## src/hw/system_tick_regs.svh

```systemverilog
`ifndef SYSTEM_TICK_REGS_SVH
`define SYSTEM_TICK_REGS_SVH

// Byte addresses of the register words
`define TICK_CTRL_ADDR 32'hE000E010
`define TICK_RELOAD_ADDR 32'hE000E014
`define TICK_CURRENT_ADDR 32'hE000E018
`define TICK_CALIB_ADDR 32'hE000E01C
`define TICK_IRQ_STATUS_ADDR 32'hE000E020
`define TICK_IRQ_MASK_ADDR 32'hE000E024

// Field positions of the control and status word
`define TICK_CTRL_ENABLE_BIT 0
`define TICK_CTRL_TICKINT_BIT 1
`define TICK_CTRL_CLKSRC_BIT 2
`define TICK_CTRL_FLAG_BIT 16

// Field positions of the calibration word
`define TICK_CALIB_NO_REFERENCE_CLOCK_FLAG_BIT 31
`define TICK_CALIB_SKEW_BIT 30

// Reset and fixed values
`define TICK_CTRL_RESET 3'h0
`define TICK_RELOAD_RESET 24'h000000
`define TICK_CURRENT_RESET 24'h000000
`define TICK_TEN_MS_RELOAD 24'h0009C4
`define TICK_NO_REFERENCE_CLOCK_FLAG_VALUE 1'h0
`define TICK_SKEW_VALUE 1'h0
`define TICK_IRQ_RESET 1'h0

// Counting constants
`define TICK_CNT_WIDTH 24
`define TICK_REF_DIV 32

`endif

```

## src/hw/system_tick_pkg.sv

```systemverilog
package system_tick_pkg;

	// Bus phase of the register slave
	typedef enum logic [0:0] {
		PH_IDLE = 1'b0,
		PH_WR_WAIT = 1'b1
	} bus_phase_e;

	// Address phase held over into the data phase
	typedef struct packed {
		logic [31:0] addr;
		logic write;
		logic valid;
	} addr_phase_s;

	// Software controls of the timer
	typedef struct packed {
		logic clksrc;
		logic tickint;
		logic enable;
	} tick_ctrl_s;

endpackage

```

## src/hw/system_tick_timer.sv

```systemverilog
// Summary of operation
// - Enable bit 0 loads reload value then counts down; clear stops.
// - Bit 1 decides whether a zero count pends the tick exception.
// - Bit 2 picks count clock: 0 external reference, 1 core clock.
// - Bit 16 flag sets when counter reached zero since last read.
// - Any read of the control and status word clears the flag, unless a zero is reached in the same cycle.
// - 24-bit reload value is copied into the counter at zero.
// - External reference is the crystal input divided by 32.
// - Any write to current value clears counter and the flag.
// - Calibration word reads ten ms reload plus two clock flags.
`timescale 1ns/1ps
`include "system_tick_regs.svh"

module system_tick_timer
	import system_tick_pkg::*;
#(
	parameter int CNT_W = `TICK_CNT_WIDTH,
	parameter int REF_DIV = `TICK_REF_DIV
) (
	input wire logic CORE_CLK,
	input wire logic RST_N,
	input wire logic CRYSTAL_INPUT_PIN,
	input wire logic HSEL,
	input wire logic [31:0] HADDR,
	input wire logic [1:0] HTRANS,
	input wire logic HWRITE,
	input wire logic [2:0] HSIZE,
	input wire logic [31:0] HWDATA,
	input wire logic HREADY,
	output logic HREADYOUT,
	output logic [31:0] HRDATA,
	output logic HRESP,
	output logic TICK_PEND,
	output logic IRQ
);

	logic rst_meta_r;
	logic rst_sync_n;
	bus_phase_e phase_r;
	addr_phase_s ap_r;
	tick_ctrl_s ctrl_r;
	logic [CNT_W-1:0] reload_r;
	logic [CNT_W-1:0] cur_r;
	logic flag_r;
	logic irq_stat_r;
	logic irq_mask_r;
	logic [31:0] rd_data_r;
	logic [31:0] rd_value;
	logic accept;
	logic rd_accept;
	logic wr_apply;
	logic wr_ctrl;
	logic wr_reload;
	logic cur_clr;
	logic wr_stat;
	logic wr_mask;
	logic rd_ctrl;
	logic en_rise;
	logic ref_tick;
	logic count_tick;
	logic zero_evt;

	// Reset is released through two flops; the rest uses the copy
	always_ff @(posedge CORE_CLK or negedge RST_N) begin
		if (!RST_N) begin
			rst_meta_r <= 1'b0;
			rst_sync_n <= 1'b0;
		end else begin
			rst_meta_r <= 1'b1;
			rst_sync_n <= rst_meta_r;
		end
	end

	// External reference tick from the crystal input
	tick_ref_divider #(
		.DIV(REF_DIV)
	) u_ref_div (
		.clk(CORE_CLK),
		.rst_n(rst_sync_n),
		.crystal_input_pin(CRYSTAL_INPUT_PIN),
		.ref_tick(ref_tick)
	);

	// Bus decode; only whole-word single transfers are expected
	assign accept = HSEL & HTRANS[1] & HREADY;
	assign rd_accept = accept & ~HWRITE;
	assign wr_apply = (phase_r == PH_WR_WAIT) & ap_r.valid & ap_r.write;
	assign wr_ctrl = wr_apply & (ap_r.addr == `TICK_CTRL_ADDR);
	assign wr_reload = wr_apply & (ap_r.addr == `TICK_RELOAD_ADDR);
	assign cur_clr = wr_apply & (ap_r.addr == `TICK_CURRENT_ADDR);
	assign wr_stat = wr_apply & (ap_r.addr == `TICK_IRQ_STATUS_ADDR);
	assign wr_mask = wr_apply & (ap_r.addr == `TICK_IRQ_MASK_ADDR);
	assign rd_ctrl = rd_accept & (HADDR == `TICK_CTRL_ADDR);

	// A write holds one wait state so a following read sees its effect
	always_ff @(posedge CORE_CLK or negedge rst_sync_n) begin
		if (!rst_sync_n) begin
			phase_r <= PH_IDLE;
			ap_r <= '0;
		end else begin
			case (phase_r)
				PH_IDLE: begin
					if (accept && HWRITE) begin
						phase_r <= PH_WR_WAIT;
						ap_r.addr <= HADDR;
						ap_r.write <= 1'b1;
						ap_r.valid <= 1'b1;
					end
				end
				PH_WR_WAIT: begin
					phase_r <= PH_IDLE;
					ap_r.valid <= 1'b0;
				end
				default: begin
					phase_r <= PH_IDLE;
					ap_r.valid <= 1'b0;
				end
			endcase
		end
	end

	assign HREADYOUT = (phase_r != PH_WR_WAIT);
	assign HRESP = 1'b0;

	// Read mux; unmapped words read as zero
	always_comb begin
		rd_value = 32'h00000000;
		if (HADDR == `TICK_CTRL_ADDR) begin
			rd_value[`TICK_CTRL_ENABLE_BIT] = ctrl_r.enable;
			rd_value[`TICK_CTRL_TICKINT_BIT] = ctrl_r.tickint;
			rd_value[`TICK_CTRL_CLKSRC_BIT] = ctrl_r.clksrc;
			rd_value[`TICK_CTRL_FLAG_BIT] = flag_r;
		end else if (HADDR == `TICK_RELOAD_ADDR) begin
			rd_value[CNT_W-1:0] = reload_r;
		end else if (HADDR == `TICK_CURRENT_ADDR) begin
			rd_value[CNT_W-1:0] = cur_r;
		end else if (HADDR == `TICK_CALIB_ADDR) begin
			rd_value[23:0] = `TICK_TEN_MS_RELOAD;
			rd_value[`TICK_CALIB_NO_REFERENCE_CLOCK_FLAG_BIT] = `TICK_NO_REFERENCE_CLOCK_FLAG_VALUE;
			rd_value[`TICK_CALIB_SKEW_BIT] = `TICK_SKEW_VALUE;
		end else if (HADDR == `TICK_IRQ_STATUS_ADDR) begin
			rd_value[0] = irq_stat_r;
		end else if (HADDR == `TICK_IRQ_MASK_ADDR) begin
			rd_value[0] = irq_mask_r;
		end
	end

	// Read data is captured at the address edge and held for the data phase
	always_ff @(posedge CORE_CLK or negedge rst_sync_n) begin
		if (!rst_sync_n) begin
			rd_data_r <= 32'h00000000;
		end else if (rd_accept) begin
			rd_data_r <= rd_value;
		end
	end

	assign HRDATA = rd_data_r;

	// Software controls
	always_ff @(posedge CORE_CLK or negedge rst_sync_n) begin
		if (!rst_sync_n) begin
			ctrl_r <= `TICK_CTRL_RESET;
		end else if (wr_ctrl) begin
			ctrl_r.enable <= HWDATA[`TICK_CTRL_ENABLE_BIT];
			ctrl_r.tickint <= HWDATA[`TICK_CTRL_TICKINT_BIT];
			ctrl_r.clksrc <= HWDATA[`TICK_CTRL_CLKSRC_BIT];
		end
	end

	// Reload value keeps the low 24 bits only
	always_ff @(posedge CORE_CLK or negedge rst_sync_n) begin
		if (!rst_sync_n) begin
			reload_r <= `TICK_RELOAD_RESET;
		end else if (wr_reload) begin
			reload_r <= HWDATA[CNT_W-1:0];
		end
	end

	// Count edges come every core cycle or on each reference pulse
	assign count_tick = ctrl_r.clksrc ? 1'b1 : ref_tick;
	assign en_rise = wr_ctrl & HWDATA[`TICK_CTRL_ENABLE_BIT] & ~ctrl_r.enable;
	// Zero is reached on the step from one; a zero reload never fires
	assign zero_evt = ctrl_r.enable & count_tick & (cur_r == CNT_W'(1)) &
		~cur_clr;

	// Down counter; a current write or an enabling control write beats a count edge in the same cycle
	always_ff @(posedge CORE_CLK or negedge rst_sync_n) begin
		if (!rst_sync_n) begin
			cur_r <= `TICK_CURRENT_RESET;
		end else if (cur_clr) begin
			cur_r <= '0;
		end else if (en_rise) begin
			cur_r <= reload_r;
		end else if (ctrl_r.enable && count_tick) begin
			if (cur_r == '0) begin
				cur_r <= reload_r;
			end else begin
				cur_r <= cur_r - 1'b1;
			end
		end
	end

	// Zero flag; a new zero in the clearing cycle is kept
	always_ff @(posedge CORE_CLK or negedge rst_sync_n) begin
		if (!rst_sync_n) begin
			flag_r <= 1'b0;
		end else if (zero_evt) begin
			flag_r <= 1'b1;
		end else if (rd_ctrl || cur_clr) begin
			flag_r <= 1'b0;
		end
	end

	// Exception pend pulse, gated by the pend enable
	always_ff @(posedge CORE_CLK or negedge rst_sync_n) begin
		if (!rst_sync_n) begin
			TICK_PEND <= 1'b0;
		end else begin
			TICK_PEND <= zero_evt & ctrl_r.tickint;
		end
	end

	// Sticky interrupt status, write one to clear, set wins
	always_ff @(posedge CORE_CLK or negedge rst_sync_n) begin
		if (!rst_sync_n) begin
			irq_stat_r <= `TICK_IRQ_RESET;
		end else if (zero_evt) begin
			irq_stat_r <= 1'b1;
		end else if (wr_stat && HWDATA[0]) begin
			irq_stat_r <= 1'b0;
		end
	end

	always_ff @(posedge CORE_CLK or negedge rst_sync_n) begin
		if (!rst_sync_n) begin
			irq_mask_r <= `TICK_IRQ_RESET;
		end else if (wr_mask) begin
			irq_mask_r <= HWDATA[0];
		end
	end

	assign IRQ = irq_stat_r & irq_mask_r;

	// Checks on counter, flag, pend and bus read-back
	a_enable_load: assert property (@(posedge CORE_CLK)
		disable iff (!rst_sync_n)
		$rose(ctrl_r.enable) |-> cur_r == $past(reload_r))
		else $error("enable did not load the reload value");

	a_stop_hold: assert property (@(posedge CORE_CLK)
		disable iff (!rst_sync_n)
		(!ctrl_r.enable && !wr_apply) |=> $stable(cur_r))
		else $error("counter moved while stopped");

	a_pend_gate: assert property (@(posedge CORE_CLK)
		disable iff (!rst_sync_n)
		zero_evt |=> TICK_PEND == $past(ctrl_r.tickint))
		else $error("pend pulse does not follow pend enable");

	// A pend pulse without a zero event would raise a stray exception
	a_pend_cause: assert property (@(posedge CORE_CLK)
		disable iff (!rst_sync_n)
		!zero_evt |=> !TICK_PEND)
		else $error("pend pulse without a zero event");

	a_ext_hold: assert property (@(posedge CORE_CLK)
		disable iff (!rst_sync_n)
		(ctrl_r.enable && !ctrl_r.clksrc && !ref_tick && !wr_apply)
		|=> $stable(cur_r))
		else $error("counter moved without a reference pulse");

	a_flag_set: assert property (@(posedge CORE_CLK)
		disable iff (!rst_sync_n)
		zero_evt |=> flag_r && cur_r == '0)
		else $error("zero reached but flag not set");

	// Sticky: only a control read or a current write may drop the flag
	a_flag_hold: assert property (@(posedge CORE_CLK)
		disable iff (!rst_sync_n)
		(flag_r && !rd_ctrl && !cur_clr) |=> flag_r)
		else $error("zero flag dropped on its own");

	a_flag_cause: assert property (@(posedge CORE_CLK)
		disable iff (!rst_sync_n)
		(!flag_r && !zero_evt) |=> !flag_r)
		else $error("zero flag set without a zero event");

	a_read_clear: assert property (@(posedge CORE_CLK)
		disable iff (!rst_sync_n)
		(rd_ctrl && !zero_evt) |=> !flag_r)
		else $error("control read did not clear the flag");

	// The read must still report the flag that it clears
	a_flag_readback: assert property (@(posedge CORE_CLK)
		disable iff (!rst_sync_n)
		rd_ctrl |=> HRDATA[`TICK_CTRL_FLAG_BIT] == $past(flag_r))
		else $error("control read lost the zero flag");

	a_zero_reload: assert property (@(posedge CORE_CLK)
		disable iff (!rst_sync_n)
		(ctrl_r.enable && count_tick && cur_r == '0 && !wr_apply)
		|=> cur_r == $past(reload_r))
		else $error("counter did not reload at zero");

	a_reload_write: assert property (@(posedge CORE_CLK)
		disable iff (!rst_sync_n)
		wr_reload |=> reload_r == $past(HWDATA[CNT_W-1:0]))
		else $error("reload value not taken from the write");

	a_cur_clear: assert property (@(posedge CORE_CLK)
		disable iff (!rst_sync_n)
		cur_clr |=> cur_r == '0 && !flag_r)
		else $error("current write did not clear counter and flag");

	a_calib_read: assert property (@(posedge CORE_CLK)
		disable iff (!rst_sync_n)
		(rd_accept && HADDR == `TICK_CALIB_ADDR)
		|=> HRDATA == 32'h000009C4)
		else $error("calibration word wrong");

	a_count_step: assert property (@(posedge CORE_CLK)
		disable iff (!rst_sync_n)
		(ctrl_r.enable && count_tick && cur_r != '0 && !wr_apply)
		|=> cur_r == $past(cur_r) - 1'b1)
		else $error("counter did not step down by one");

	c_cur_clear: cover property (@(posedge CORE_CLK)
		disable iff (!rst_sync_n) cur_clr && flag_r);

	c_zero_evt: cover property (@(posedge CORE_CLK)
		disable iff (!rst_sync_n) zero_evt);

	c_irq_rise: cover property (@(posedge CORE_CLK)
		disable iff (!rst_sync_n) $rose(IRQ));

	c_flag_read: cover property (@(posedge CORE_CLK)
		disable iff (!rst_sync_n) rd_ctrl && flag_r);

	c_ext_step: cover property (@(posedge CORE_CLK)
		disable iff (!rst_sync_n)
		ctrl_r.enable && !ctrl_r.clksrc && ref_tick && cur_r != '0);

endmodule

```

## src/hw/tick_ref_divider.sv

```systemverilog
`timescale 1ns/1ps
`include "system_tick_regs.svh"

module tick_ref_divider
	import system_tick_pkg::*;
#(
	parameter int DIV = `TICK_REF_DIV
) (
	input wire logic clk,
	input wire logic rst_n,
	input wire logic crystal_input_pin,
	output logic ref_tick
);

	localparam int W = $clog2(DIV);
	localparam logic [W-1:0] LAST = W'(DIV - 1);
	localparam int GW = W + 2;
	// Rises are two core cycles apart at best, DIV of them per pulse
	localparam logic [GW-1:0] GAP = GW'(2 * DIV - 1);

	logic xin_d_r;
	logic [W-1:0] cnt_r;
	logic rise;
	logic [GW-1:0] gap_r;

	// Rising edges of the crystal input, sampled on the core clock
	assign rise = crystal_input_pin & ~xin_d_r;

	always_ff @(posedge clk or negedge rst_n) begin
		if (!rst_n) begin
			xin_d_r <= 1'b0;
		end else begin
			xin_d_r <= crystal_input_pin;
		end
	end

	// One pulse for every DIV rising crystal edges
	always_ff @(posedge clk or negedge rst_n) begin
		if (!rst_n) begin
			cnt_r <= '0;
			ref_tick <= 1'b0;
		end else begin
			ref_tick <= 1'b0;
			if (rise) begin
				if (cnt_r == LAST) begin
					cnt_r <= '0;
					ref_tick <= 1'b1;
				end else begin
					cnt_r <= cnt_r + 1'b1;
				end
			end
		end
	end

	// Cycles since the last pulse; saturates, so any DIV fits the check
	always_ff @(posedge clk or negedge rst_n) begin
		if (!rst_n) begin
			gap_r <= '1;
		end else if (ref_tick) begin
			gap_r <= '0;
		end else if (gap_r != '1) begin
			gap_r <= gap_r + 1'b1;
		end
	end

	// Each crystal edge needs two core cycles, so pulses lie far apart
	a_div_spacing: assert property (@(posedge clk)
		disable iff (!rst_n)
		ref_tick |-> gap_r >= GAP)
		else $error("reference tick pulses too close");

	a_div_cause: assert property (@(posedge clk)
		disable iff (!rst_n)
		ref_tick |-> $past(rise) && cnt_r == '0)
		else $error("reference tick without a full divide");

endmodule

```

## config.mk

```make
export PLATFORM = sky130hd
export DESIGN_NAME = system_tick_timer
export DESIGN_NICKNAME = d
export VERILOG_FILES = /design/src/hw/system_tick_pkg.sv /design/src/hw/system_tick_timer.sv /design/src/hw/tick_ref_divider.sv
export VERILOG_INCLUDE_DIRS = /design/src /design/src/hw
export SDC_FILE = /design/constraint.sdc
export NUM_CORES = 1
export LEC_CHECK = 0
export BUFFER_PORTS_ARGS = -buffer_cell sky130_fd_sc_hd__buf_2
export CORE_MARGIN = 5
export CORE_UTILIZATION = 50
export DETAILED_ROUTE_END_ITERATION = 8
export PLACE_DENSITY = 0.78
export SETUP_SLACK_MARGIN = 0.05
export SYNTH_ARGS = -nofsm -noshare
export SYNTH_HDL_FRONTEND = slang
export SYNTH_SLANG_ARGS = --single-unit
```

## constraint.sdc

```tcl
create_clock -name CORE_CLK -period 3.8 [get_ports CORE_CLK]
set_clock_uncertainty 0.05 [all_clocks]
set_input_delay 0.19 -clock CORE_CLK [delete_from_list [all_inputs] [get_ports CORE_CLK]]
set_output_delay 0.19 -clock CORE_CLK [all_outputs]
set_load 0.02 [all_outputs]
```

==> run metrics <==
DP Worst Slack 0.716 ns; vertical die dimension 120 um; HPWL reported at the end of detailed placement 10000 um; area of the mapped netlist 0.00602 mm2; status complete, no violations; class of the most critical setup path reg -> reg; number of antenna violations at the first check in global routing 0; Filler cells 911; width of the chip 120 um; buffer and inverter count on the worst path 0; final setup violating endpoints 0; IO Pins 111; Pre-antenna DRT Iters 5; share of layout cells above drive strength 1 0.253; NumNets Final 767; Initial Utilization 0.506; clock insertion delay at the later pin of the skew report 0.42 ns; areal power density over the cells 427 mW/mm2; cells traversed along the worst timing path nor4_1, nand4_1, nor2_1, nand2_1, or3_1, mux2_1; overall overflow remaining after global route 0; Data arrival, critical path 3.36 ns; number of diodes added for antenna fixing 0; headroom to the max-slew limit 0.172; average detailed-routed wire length per instance 18.3 um; Crit-path slowest cell or3_1; TritonCTS clock tree yes; transition time at the pin with the least slew margin 1.24 ns; total routing usage reported by global routing 0.227; number of enable flip-flop cells after synthesis 0; maximum level of the CTS H-tree 4; Post-Route WL 15400 um; count of state elements after synthesis 123; number of hold violations in the final report 0; global placer's final weighted congestion 0.910; sequential share of the synthesized area 0.511; cts bufs inserted 17; via count 4896; delay-heaviest family, CP simple AND/OR/NAND/NOR gates; CTS Buffer Depth 2; delay contributed by the slowest stage of the critical path 0.84 ns; final routed DRC violation total 0; Ys Warns 0; Worst Setup End Kind flop; antenna-violating nets left 0; library cells used by synthesis 57; synthesis-to-layout area growth 26.6%; min-delay worst type in -> reg; Required @ worst endpoint 4.04 ns; Max IR drop VDD 388 uV; clock period minus final worst setup slack 3.12 ns; Worst setup SP type flop; maximum capacitance violations 0; maximum clock rate 321 MHz; full die area 0.0143 mm2; final worst-path cycle share 0.820; Lkg Pwr 3.57 nW; setup slack on the worst flop-to-flop path 0.68 ns; crit path setup slack, layout 0.683 ns; number of resized instances in the post-cts repair step 0; vias in the first global route 5268; maximum number of pins on one net before global-route repair 57; Synth Flop Type dfrtp_1; Async SR Flop Fraction 1.00; Clock transition at path regs 0.05 ns; DR iter-0 viols 248; Max Slew Vio Count 0; post-synthesis cell count 548; core box area 0.0119 mm2; Clock Sinks 123; CTS root buffer clkbuf_16; sum of negative setup slack 0 ns; row count 40; mean cell area of the mapped netlist 11.0 um2; routed via count divided by cell count 5.80; number of port buffers 89; wire length of the first global-routing pass 25900 um; largest fanout of any net on the critical path 24; unrepaired setup endpoints after global routing false
## timing repair
| item | 4_1_cts | 5_1_grt |
|---|---|---|
| hold buffers | 54 | 0 |
| endpoints found under the hold margin | 57 | 0 |
| endpoints found under the setup margin | 0 | 0 |
| setup buffers | 0 | 0 |
## metrics by stage
| stage | hold slack [ns] | total power [mW] | util | area, um2 | cells |
|---|---|---|---|---|---|
| 2_1_floorplan | -0.156 | 1.68 | - | 6050 | 556 |
| 3_3_place_gp | -0.0741 | 1.75 | 0.550 | 6550 | 761 |
| 3_5_place_dp | -0.0677 | 1.78 | 0.550 | 6550 | 761 |
| 4_1_cts | 0.00810 | 3.27 | 0.640 | 7620 | 844 |
| 5_1_grt | 0.0295 | 3.38 | 0.640 | 7620 | 844 |
| 6_report | 0.0246 | 3.25 | 0.640 | 7620 | 844 |
## final cells by class
class,instances,area (um2),area share
clock inverter,2,10.0,0.00131
sequential,123,3080,0.404
tap,147,184,0.0241
timing repair buffer,150,1040,0.136
inverter,11,41.3,0.00542
multi-input combinational,384,2750,0.360
clock buffer,27,523,0.0686
## power breakdown
group	internal, mW	switching, mW
logic	0.164	0.121
clock network	0.923	0.527
registers	1.43	0.0932
total	2.51	0.742
## registers in the layout, indices dropped and copies added (netlist names), 3 cells and up
signal           cells
ap_r                34
cur_r               24
reload_r            24
HRDATA              24
ctrl_r               3
u_ref_div.cnt_r      5
## cell usage in the layout (no fill, tap or decap), drive strengths merged, types with 3 or more instances in the layout
cell and count:
nand3 9, a22oi 24, or3 5, clkbuf 27
o31ai 6, a21oi 7, and3 3, nor4 23
nor3 17, dfrtp 123, a21o 3, or2 5
nand4 5, buf 96, mux2 61, inv 11
nand2 42, ha 5, o2bb2ai 15, or4 4
conb 10, nor4b 5, nor2 32, nor2b 4
o21ai 46, mux2i 23, and2 3, dlygate4sd3 54
## cell usage after synthesis (all sizes together), types with 11 or more instances
master | instances | area (um2)
mux2 | 61 | 691
mux2i | 23 | 230
dfrtp | 123 | 3080
clkbuf | 20 | 75.1
nor4 | 23 | 150
nor3 | 17 | 96.4
o21ai | 46 | 230
inv | 11 | 41.3
a22oi | 24 | 180
o2bb2ai | 15 | 138
buf | 18 | 121
nand2 | 42 | 158
nor2 | 32 | 120
## routing by layer
metal | share of wire | global-route usage | routed length (um) | vias to the layer above
met2 | 0.50 | 0.379 | 7660 | 172
met4 | 0.031 | 0.107 | 485 | 0
met5 | 0 | 0 | 0 | -
met3 | 0.068 | 0.0745 | 1050 | 39
met1 | 0.40 | 0.265 | 6230 | 2386
li1 | - | - | - | 2299
## final timing paths
path | cells past startpoint | from | to
max | 6 | ap_r[27] | reload_r[19]
min | 2 | HWDATA[0] | irq_mask_r
max reg2reg | 6 | ap_r[27] | reload_r[19]
min reg2reg | 0 | rst_meta_r | rst_sync_n
max in group asynchronous | 1 | rst_sync_n | reload_r[9]
min in group asynchronous | 2 | RST_N | rst_sync_n
## cells by family after synthesis
family,share of synthesized area
adder cells (fa/ha/maj),0.0104
buffers and inverters,0.0395
other,0.00125
multiplexers,0.153
AND/OR/NAND/NOR,0.153
flip-flops,0.511
XOR/XNOR,0.00145
AO/OA/AOI/OAI,0.130
No activity file was read; power rests on OpenSTA's default activity.
